`config.mk`:
```
export PLATFORM = sky130hd
export DESIGN_NAME = add_sub_unit
export DESIGN_NICKNAME = d
export VERILOG_FILES = /design/src/add_sub_pkg.sv /design/src/add_sub_link_if.sv /design/src/op_decoder.sv /design/src/digit_slice.sv /design/src/add_sub_unit.sv
export VERILOG_INCLUDE_DIRS = /design/src
export SDC_FILE = /design/constraint.sdc
export NUM_CORES = 1
export LEC_CHECK = 0
export BUFFER_PORTS_ARGS = -buffer_cell sky130_fd_sc_hd__buf_2
export CAP_MARGIN = 20
export CORE_MARGIN = 4
export CORE_UTILIZATION = 56
export DETAILED_ROUTE_END_ITERATION = 10
export GPL_TIMING_DRIVEN = 0
export MAX_ROUTING_LAYER = met4
export PLACE_DENSITY = 0.85
export SLEW_MARGIN = 40
export SYNTH_ARGS = -nofsm -noshare
export SYNTH_HDL_FRONTEND = slang
export SYNTH_SLANG_ARGS = --single-unit
```
`constraint.sdc`:
```
create_clock -name clock -period 2.95 [get_ports clock]
set_input_delay 0.1475 -clock clock [delete_from_list [all_inputs] [get_ports clock]]
set_output_delay 0.1475 -clock clock [all_outputs]
set_load 0.01 [all_outputs]
```
`src/add_sub_cfg.svh`:
```
// Constants of the binary and decimal add and subtract unit.
`ifndef ADD_SUB_CFG_SVH
`define ADD_SUB_CFG_SVH
`define OPC_W            12
`define OPC_ADD          12'h0400
`define OPC_ADD_L        12'h0401
`define OPC_ADD_C        12'h0402
`define OPC_ADD_CL       12'h0403
`define OPC_ADD_B        12'h0404
`define OPC_ADD_BL       12'h0405
`define OPC_ADD_BC       12'h0406
`define OPC_ADD_BCL      12'h0407
`define OPC_SUB          12'h0410
`define OPC_SUB_L        12'h0411
`define OPC_SUB_C        12'h0412
`define OPC_SUB_CL       12'h0413
`define OPC_SUB_B        12'h0414
`define OPC_SUB_BL       12'h0415
`define OPC_SUB_BC       12'h0416
`define WORD_W           16
`define DIGIT_W          4
`define DIGIT_CNT_W      3
`define LAST_DIGIT_ONE   3'h3
`define LAST_DIGIT_TWO   3'h7
`define DEC_MAX          4'h9
`define DEC_MAX_SUM      5'h09
`define DEC_ADJUST       5'h06
`define WORD_RESET       16'h0000
`endif

```
`src/add_sub_pkg.sv`:
```
// Types of the binary and decimal add and subtract unit.
package add_sub_pkg;
  typedef struct packed {
    logic valid;
    logic wide;
    logic decimal;
    logic sub;
    logic use_carry;
  } op_ctrl_s;
  typedef enum logic [1:0] {
    ST_IDLE,
    ST_RUN,
    ST_FIN
  } unit_state_e;
endpackage

```
`src/add_sub_link_if.sv`:
```
// Links the unit core with its decoder and its digit slice.
`timescale 1ns/10ps
`include "add_sub_cfg.svh"
interface add_sub_link_if;
  import add_sub_pkg::*;
  logic [`OPC_W-1:0]   code;
  op_ctrl_s            ctrl;
  logic [`DIGIT_W-1:0] dig_a;
  logic [`DIGIT_W-1:0] dig_b;
  logic                dig_cin;
  logic                dig_decimal;
  logic                dig_sub;
  logic [`DIGIT_W-1:0] dig_sum;
  logic                dig_cout;
  modport core (output code, input ctrl, output dig_a, output dig_b, output dig_cin,
                output dig_decimal, output dig_sub, input dig_sum, input dig_cout);
  modport decode (input code, output ctrl);
  modport digit (input dig_a, input dig_b, input dig_cin, input dig_decimal,
                 input dig_sub, output dig_sum, output dig_cout);
endinterface

```
`src/op_decoder.sv`:
```
// Decodes an operation code into width, number system and carry usage.
`timescale 1ns/10ps
`include "add_sub_cfg.svh"
module op_decoder
  import add_sub_pkg::*;
(
  add_sub_link_if.decode lnk
);
  // Fields: valid, wide, decimal, sub, use_carry.
  always_comb
  begin
    lnk.ctrl = '0;
    unique case (lnk.code)
      `OPC_ADD:     lnk.ctrl = 5'h10;
      `OPC_ADD_L:   lnk.ctrl = 5'h18;
      `OPC_ADD_C:   lnk.ctrl = 5'h11;
      `OPC_ADD_CL:  lnk.ctrl = 5'h19;
      `OPC_ADD_B:   lnk.ctrl = 5'h14;
      `OPC_ADD_BL:  lnk.ctrl = 5'h1C;
      `OPC_ADD_BC:  lnk.ctrl = 5'h15;
      `OPC_ADD_BCL: lnk.ctrl = 5'h1D;
      `OPC_SUB:     lnk.ctrl = 5'h12;
      `OPC_SUB_L:   lnk.ctrl = 5'h1A;
      `OPC_SUB_C:   lnk.ctrl = 5'h13;
      `OPC_SUB_CL:  lnk.ctrl = 5'h1B;
      `OPC_SUB_B:   lnk.ctrl = 5'h16;
      `OPC_SUB_BL:  lnk.ctrl = 5'h1E;
      `OPC_SUB_BC:  lnk.ctrl = 5'h17;
      default:      lnk.ctrl = '0;
    endcase
  end
endmodule

```
`src/digit_slice.sv`:
```
// One four-bit digit of binary or decimal add and subtract.
`timescale 1ns/10ps
`include "add_sub_cfg.svh"
module digit_slice
  import add_sub_pkg::*;
(
  add_sub_link_if.digit lnk
);
  logic [`DIGIT_W-1:0] term_b;
  logic [4:0]          raw;
  logic [4:0]          adj;
  // Subtraction adds the nines or ones complement; carry out means no borrow.
  always_comb
  begin
    if (lnk.dig_sub)
      term_b = lnk.dig_decimal ? (`DEC_MAX - lnk.dig_b) : ~lnk.dig_b;
    else
      term_b = lnk.dig_b;
    raw = {1'b0, lnk.dig_a} + {1'b0, term_b} + {4'h0, lnk.dig_cin};
    adj = raw + `DEC_ADJUST;
    if (lnk.dig_decimal && (raw > `DEC_MAX_SUM))
    begin
      lnk.dig_sum  = adj[3:0];
      lnk.dig_cout = 1'b1;
    end
    else
    begin
      lnk.dig_sum  = raw[3:0];
      lnk.dig_cout = raw[4];
    end
  end
endmodule

```
`src/add_sub_unit.sv`:
```
// Digit-serial binary and decimal add and subtract unit with carry flag.
//
// Notes on behaviour
// - 400: 16-bit add, carry flag ignored.
// - 401: 32-bit add of word pairs.
// - 402: 16-bit add with carry in.
// - 403: 32-bit add with carry in.
// - 404: 4-digit decimal add, no carry in.
// - 405: 8-digit decimal add, no carry in.
// - 406: 4-digit decimal add with carry in.
// - 407: 8-digit decimal add with carry in.
// - 410: 16-bit subtract, no borrow in.
// - 411: 32-bit subtract, no borrow in.
// - 412: 16-bit subtract with borrow in.
// - 413: 32-bit subtract with borrow in.
// - 414: 4-digit decimal subtract, no borrow in.
// - 415: 8-digit decimal subtract, no borrow in.
// - 416: 4-digit decimal subtract with borrow in.
// - Additions set carry on overflow, else clear.
// - Subtractions set carry on borrow, else clear.
`timescale 1ns/10ps
`include "add_sub_cfg.svh"
module add_sub_unit
  import add_sub_pkg::*;
(
  input  wire logic                 clock,
  input  wire logic                 reset_n,
  input  wire logic                 start,
  input  wire logic [`OPC_W-1:0]    op_code,
  input  wire logic [`WORD_W-1:0]   left_lo,
  input  wire logic [`WORD_W-1:0]   left_hi,
  input  wire logic [`WORD_W-1:0]   right_lo,
  input  wire logic [`WORD_W-1:0]   right_hi,
  output logic [`WORD_W-1:0]        result_lo_q,
  output logic [`WORD_W-1:0]        result_hi_q,
  output logic                      carry_flag_q,
  output logic                      done_q,
  output logic                      busy_q,
  output logic                      illegal_q,
  output logic                      bcd_error_q
);

  // ==========================================================================
  // Decoder and digit slice
  add_sub_link_if lnk ();

  op_decoder u_decoder
  (
    .lnk (lnk.decode)
  );

  digit_slice u_digit
  (
    .lnk (lnk.digit)
  );

  // ==========================================================================
  // Working state
  unit_state_e              state_q;
  op_ctrl_s                 ctrl_q;
  logic [2*`WORD_W-1:0]     left_q;
  logic [2*`WORD_W-1:0]     right_q;
  logic [2*`WORD_W-1:0]     acc_q;
  logic [`DIGIT_CNT_W-1:0]  digit_q;
  logic                     chain_q;
  logic                     take;
  logic                     last_digit;
  logic                     bcd_bad;
  logic                     cin_start;
  logic [2*`WORD_W-1:0]     left_in;
  logic [2*`WORD_W-1:0]     right_in;

  assign take     = (state_q == ST_IDLE) && start;
  assign left_in  = {left_hi, left_lo};
  assign right_in = {right_hi, right_lo};
  assign lnk.code = op_code;

  assign last_digit = ctrl_q.wide ? (digit_q == `LAST_DIGIT_TWO)
                                  : (digit_q == `LAST_DIGIT_ONE);

  // ==========================================================================
  // Decimal operand check
  function automatic logic bad_digits(input logic [2*`WORD_W-1:0] v, input logic wide);
    logic bad;
    bad = 1'b0;
    for (int i = 0; i < 8; i++)
    begin
      if ((wide || (i < 4)) && (v[i*4 +: 4] > `DEC_MAX))
        bad = 1'b1;
    end
    return bad;
  endfunction

  assign bcd_bad = lnk.ctrl.decimal &&
                   (bad_digits(left_in, lnk.ctrl.wide) || bad_digits(right_in, lnk.ctrl.wide));

  // ==========================================================================
  // Initial carry into the lowest digit
  always_comb
  begin
    if (lnk.ctrl.use_carry)
      cin_start = lnk.ctrl.sub ? ~carry_flag_q : carry_flag_q;
    else
      cin_start = lnk.ctrl.sub;
  end

  // ==========================================================================
  // Digit slice feed
  always_comb
  begin
    lnk.dig_a       = left_q[`DIGIT_W-1:0];
    lnk.dig_b       = right_q[`DIGIT_W-1:0];
    lnk.dig_cin     = chain_q;
    lnk.dig_decimal = ctrl_q.decimal;
    lnk.dig_sub     = ctrl_q.sub;
  end

  // ==========================================================================
  // Sequencing
  always_ff @(posedge clock or negedge reset_n)
  begin
    if (!reset_n)
      state_q <= ST_IDLE;
    else
    begin
      unique case (state_q)
        ST_IDLE:
        begin
          if (take)
            state_q <= (lnk.ctrl.valid && !bcd_bad) ? ST_RUN : ST_FIN;
        end
        ST_RUN:
        begin
          if (last_digit)
            state_q <= ST_FIN;
        end
        ST_FIN:
          state_q <= ST_IDLE;
      endcase
    end
  end

  // ==========================================================================
  // Operand capture and digit stepping
  always_ff @(posedge clock or negedge reset_n)
  begin
    if (!reset_n)
    begin
      ctrl_q  <= '0;
      left_q  <= '0;
      right_q <= '0;
      acc_q   <= '0;
      digit_q <= '0;
      chain_q <= 1'b0;
    end
    else if (take)
    begin
      ctrl_q  <= lnk.ctrl;
      left_q  <= left_in;
      right_q <= right_in;
      acc_q   <= '0;
      digit_q <= '0;
      chain_q <= cin_start;
    end
    else if (state_q == ST_RUN)
    begin
      left_q  <= {4'h0, left_q[2*`WORD_W-1:`DIGIT_W]};
      right_q <= {4'h0, right_q[2*`WORD_W-1:`DIGIT_W]};
      acc_q   <= {lnk.dig_sum, acc_q[2*`WORD_W-1:`DIGIT_W]};
      digit_q <= digit_q + 3'h1;
      chain_q <= lnk.dig_cout;
    end
  end

  // ==========================================================================
  // Completion: results and carry flag change in one edge
  always_ff @(posedge clock or negedge reset_n)
  begin
    if (!reset_n)
    begin
      result_lo_q  <= `WORD_RESET;
      result_hi_q  <= `WORD_RESET;
      carry_flag_q <= 1'b0;
    end
    else if ((state_q == ST_FIN) && ctrl_q.valid && !bcd_error_q)
    begin
      if (ctrl_q.wide)
      begin
        result_lo_q <= acc_q[`WORD_W-1:0];
        result_hi_q <= acc_q[2*`WORD_W-1:`WORD_W];
      end
      else
        result_lo_q <= acc_q[2*`WORD_W-1:`WORD_W];
      carry_flag_q <= ctrl_q.sub ? ~chain_q : chain_q;
    end
  end

  // ==========================================================================
  // Status
  always_ff @(posedge clock or negedge reset_n)
  begin
    if (!reset_n)
    begin
      illegal_q   <= 1'b0;
      bcd_error_q <= 1'b0;
    end
    else if (take)
    begin
      illegal_q   <= !lnk.ctrl.valid;
      bcd_error_q <= lnk.ctrl.valid && bcd_bad;
    end
  end

  always_ff @(posedge clock or negedge reset_n)
  begin
    if (!reset_n)
    begin
      done_q <= 1'b0;
      busy_q <= 1'b0;
    end
    else
    begin
      done_q <= (state_q == ST_FIN);
      busy_q <= take || ((state_q != ST_IDLE) && (state_q != ST_FIN));
    end
  end

endmodule

```
# Yosys cells after proc, flatten, opt, wreduce, memory -nomap -nowiden
# Cells that the tools add are included.
# totals
ff_bits	143
latchBits	0
mem_bits_rw	0
romBits	0
input_bits	79
out_inout_bits	37
elab_cells	130
memories	0
# op_classes
add_sub_neg	5
mul	0
div_mod_pow	0
order_cmp	17
n_eq_ne	22
shift	0
mux	40
n_bitwise	3
reduce_logical	26
# op_table
cell	count
two-way mux 32 bit	6
== test 12 x 11 -> 1 bit (second input constant)	15
case mux 5 bit (15 select lines)	1
> comparator 4 bit (second input constant)	16
two-way mux 1 bit	23
logical AND 1 bit	16
two-way mux 16 bit	1
two-way mux 4 bit	3
two-way mux 2 bit	3
two-way mux 3 bit	2
!= test 2 bit (second input constant)	3
case mux 2 bit (3 select lines)	1
adder 4 x 4 -> 5 bit	1
adder 5 x 1 -> 5 bit	1
> comparator 5 x 4 -> 1 bit (second input constant)	1
adder 4 x 3 -> 4 bit (second input constant)	1
NOT 4 bit	1
AND reduction 2 bit	2
nonzero test 2 bit	2
subtractor 4 bit (first input constant)	1
adder 3 x 1 -> 3 bit (second input constant)	1
== test 3 x 2 -> 1 bit (second input constant)	1
== test 3 bit (second input constant)	1
logical NOT 1 bit	3
other kinds (5)	7

# Logic depth before layout (Yosys ltp)
# logic_depth
ltp_word	16
mapped_depth	11
mapped_depth_nobuf	10

# Hierarchy
# From an unflattened synthesis, not the netlist that was laid out.
# hier_totals
cells_unflattened	634
hier_area_um2	6802.8
# by_module_without_submodules
module	instances	cells_each	area_per_inst_um2
add_sub_unit	1	576	6313.6
digit_slice	1	46	365.4
op_decoder	1	12	123.9

# Least setup slack after synthesis
# No wires, ideal clock.
# synth_path
kind	reg-to-reg
start	register ctrl_q (netlist bit lnk.dig_sub)
end	register acc_q[31]
setup_ns	0.069
arrival_ns	2.489
required_time_ns	2.881
path_slack_ns	0.392
stages_incl_launch_ff	10
n_path_buf	1
path_cell_list	dfrtp_1 -> clkbuf_1 -> xnor2_1 -> fa_1 -> fa_1 -> xor2_2 -> a21oi_1 -> inv_1 -> a2111o_1 -> nand3_1
# synth_via
elab_chain_len	8
word_cells_on_any_way	9
# synth_lines
element	line_no	source
start, declared	add_sub_unit.sv:60	op_ctrl_s ctrl_q;
start signal, assigned	add_sub_unit.sv:158	ctrl_q <= lnk.ctrl;
two-way mux 4 bit *	digit_slice.sv:15	if (lnk.dig_sub)
adder 4 x 4 -> 5 bit *	digit_slice.sv:19	raw = {1'b0, lnk.dig_a} + {1'b0, term_b} + {4'h0, lnk.dig_cin};
adder 5 x 1 -> 5 bit *	digit_slice.sv:19	
> comparator 5 x 4 -> 1 bit (no line)	n/a	
logical AND 1 bit	digit_slice.sv:21	if (lnk.dig_decimal && (raw > `DEC_MAX_SUM))
two-way mux 4 bit *	digit_slice.sv:21	
two-way mux 32 bit *	add_sub_unit.sv:165	else if (state_q == ST_RUN)
two-way mux 32 bit *	add_sub_unit.sv:156	else if (take)
end signal, assigned	add_sub_unit.sv:169	acc_q <= {lnk.dig_sum, acc_q[2*`WORD_W-1:`DIGIT_W]};
end, declared	add_sub_unit.sv:63	logic [2*`WORD_W-1:0] acc_q;
# Mark *: on every way between the ends. The rest lies on a longest branch, timed or not. The select of a mux whose other input is x is not followed.
# A chain may end at the register's enable or synchronous reset.

# Worst setup path after layout
# Same ends and word-level chain as after synthesis.

==> summary.txt <==
Drt
  – Initial DRC count: ~360
  – Final WL: 18.7 mm
  – Vias: a little under 6,000
  – Post-route ant nets: 0
  – Wirelength per Cell: about 19 um
  – DR pass1 iterations: 5
  – Drt via density: between 5 and 6
  – Drt drc: 0

Global route
  – Overall routing resource usage: between 20% and 30%
  – Vias in the first global route: roughly 6,100
  – Initial antenna violation count: 0
  – Overflow after GRT: 0
  – First-pass GRT wire length: roughly 31 mm
  – Largest net degree at the start of global routing: just over 60

Setup path
  – CP Buf/Inv Count: 1
  – Critical path's top delay family: adder cells
  – Worst path most repeated cell: fa_1
  – Max incr delay on CP: around 0.52 ns
  – Critical Path, Cell by Cell: xnor2_1 > fa_1 > fa_1 > xor2_2 > a21oi_1 > inv_1 > a2111o_1 > nand3_1
  – Worst EP required: 3.31 ns
  – CP arrival: 3.12 ns
  – Startpoint types: register
  – Kind of critical path: reg2reg
  – Crit end category: register
  – Maximum fanout along the worst path: 7
  – Worst path slowest cell: fa_1

Placement
  – HPWL Detailed: around 12 mm
  – Inst Count DP: 912
  – Gp weighted congestion: 0.882
  – IO Port Bufs: about 120
  – Placed instance area: 0.00763 mm^2

CTS
  – Num CTS Buffers: 17
  – Root Buffer: clkbuf_16
  – CTS tree: yes
  – H-tree levels: 4
  – Clock-pin transition on the worst setup and hold timing paths: 0.06 ns
  – Clock Latency Late Sink: 0.43 ns
  – Post-CTS sizing: 0
  – CTS max path bufs: 2
  – Post-CTS Setup Inserts: 0
  – # clock sinks: 143

Layout
  – Post-route insts no fill: 1,008
  – Nets@finish: between 900 and 1,000
  – Design Area, Final: a little under 0.009 mm^2
  – Layout Utilization: around three quarters
  – Fraction of layout cells with a size suffix above 1: 22.4%
  – Diodes inserted: 0
  – Area grow syn2layout: 30.7%

Synthesis
  – Synthesis-stage register bit count: ~140
  – Register area share after synthesis: between 50% and 60%
  – Post-Syn Area: 0.00681 mm^2
  – Most frequent cells after synthesis: dfrtp_1, o21ai_0, mux2i_1
  – Share of the synthesized area in the top cell type: between 50 and 60%
  – Syn Area/Cell: roughly 11 um^2
  – Distinct cells, synth: 46
  – Most common cell in the netlist: dfrtp_1
  – Syn nets: about 740
  – Top cells by area, synth: dfrtp_1, mux2i_1, o21ai_0, nand2_1, mux2_2
  – Ys Warns: 0
  – Cells after synthesis: ~650
  – Synth area leader: dfrtp_1
  – Async set-reset flop share out of synthesis: 100%
  – Top_reg_cell synth: dfrtp_1
  – Post-synth EDFFs: 0

STA
  – Final-report hold violation count: 0
  – RSZ-0062 raised after global routing: no
  – Final setup fails: 0
  – Fin crit share: about 93%
  – Slew headroom: between 50% and 60%
  – Slew Viols, Final: 0
  – Min Tclk post-route: 2.75 ns
  – Fin Clk Skew: between 0.01 and 0.015 ns
  – Fmax: 0.363 GHz
  – Worst-Margin Slew: roughly 0.65 ns
  – Setup TNS Final: 0 ns

Floorplanning
  – Die area: 0.0140 mm^2
  – Chip width: 118 um
  – Die Ht: 118 um
  – Core area: approximately 0.012 mm^2
  – Initial Util: between 50% and 60%
  – Rows: 40
  – Io pins: 116

Worst hold path
  – Hold Crit Class: in2reg

Pwr
  – Worst VDD drop: 477 uV
  – Power Total: just under 7000 uW
  – Power Density: about 760 mW/mm^2
  – Pleak: 0.00403 uW

Job
  – Max Cap Violations: 0

Status
  – Outcome: completed
metrics by stage:
stage | setup slack (ns) | hold slack (ns)
CTS | 0.0850 | 0.0425
global route | 0.0780 | 0.0622
global placement | -0.136 | 0.345
detailed placement | 0.124 | 0.0257
finish | 0.195 | 0.0563
floorplan | 0.392 | -0.148
layout by cell type, fill, tap and decap left out, types with 16 or more instances in the layout:
master	instances
dfrtp_1	143
buf_2	131
o21ai_0	105
mux2i_1	102
nand2_1	99
dlygate4sd3_1	65
nor2_1	43
clkbuf_1	17
clkbuf_16	17
mux2_2	16
cells by family after synthesis:
| kind of cell | after synthesis | synth area share [%] |
|---|---|---|
| AOI/OAI and AO/OA | 126 | 9.87 |
| xor gates and xnor gates | 8 | 1.14 |
| adders and majority gates | 11 | 2.24 |
| buffers and inverters | 54 | 3.62 |
| DFF | 143 | 52.6 |
| muxes | 118 | 17.6 |
| and+or+nand+nor | 188 | 12.9 |
routing by layer:
metal / share of wire, % / global-route usage, %
met1: 38 / 32.0
met2: 52 / 48.9
met3: 6.0 / 7.08
met4: 3.9 / 14.6
met5: 0 / -
registers in the layout, indices dropped and copies added (netlist names), 2 cells and up:
name,cells
acc_q,32
ctrl_q,2
digit_q,3
left_q,32
result_hi_q,16
result_lo_q,16
right_q,32
state_q,2
worst register-to-register path, delay by kind of cell, from the launching register on:
kind	cells	cell delay (ns)
compound gates	2	0.68
fa+ha+maj	2	0.97
buf+inv	1	0.07
simple gates	1	0.08
flops	1	0.47
xor+xnor	2	0.43
where the power goes:
group          internal, uW  switching (uW)
Sequential             2420             320
Combinational           759            1050
Clock                  1370             863
Total                  4550            2230
path summary, 6_finish.rpt:
kind / from / to / slack (ns) / depth (start not counted)
max: lnk.dig_sub / acc_q[31] / 0.20 / 8
min: start / busy_q / 0.06 / 3
max reg2reg: lnk.dig_sub / acc_q[31] / 0.20 / 8
min reg2reg: result_lo_q[7] / result_lo_q[7] / 0.48 / 2
max in group asynchronous: reset_n / left_q[12] / 2.21 / 3
min in group asynchronous: reset_n / result_hi_q[0] / 0.17 / 2
timing repair:
| action | 4_1_cts | 5_1_grt |
|---|---|---|
| hold endpoints to repair | 207 | 0 |
| hold buffers | 65 | 0 |
| endpoints found under the setup margin | 0 | 2 |
layout make-up:
type | count | area [um^2]
fill | 811 | 3060
clock inverter | 14 | 181
multi-input combinational | 451 | 2980
clock buffer | 18 | 439
buffer | 38 | 186
sequential | 143 | 3580
timing repair buffer | 182 | 1290
tap | 147 | 184
inverter | 15 | 56.3
No activity file was read; power rests on OpenSTA's default activity.
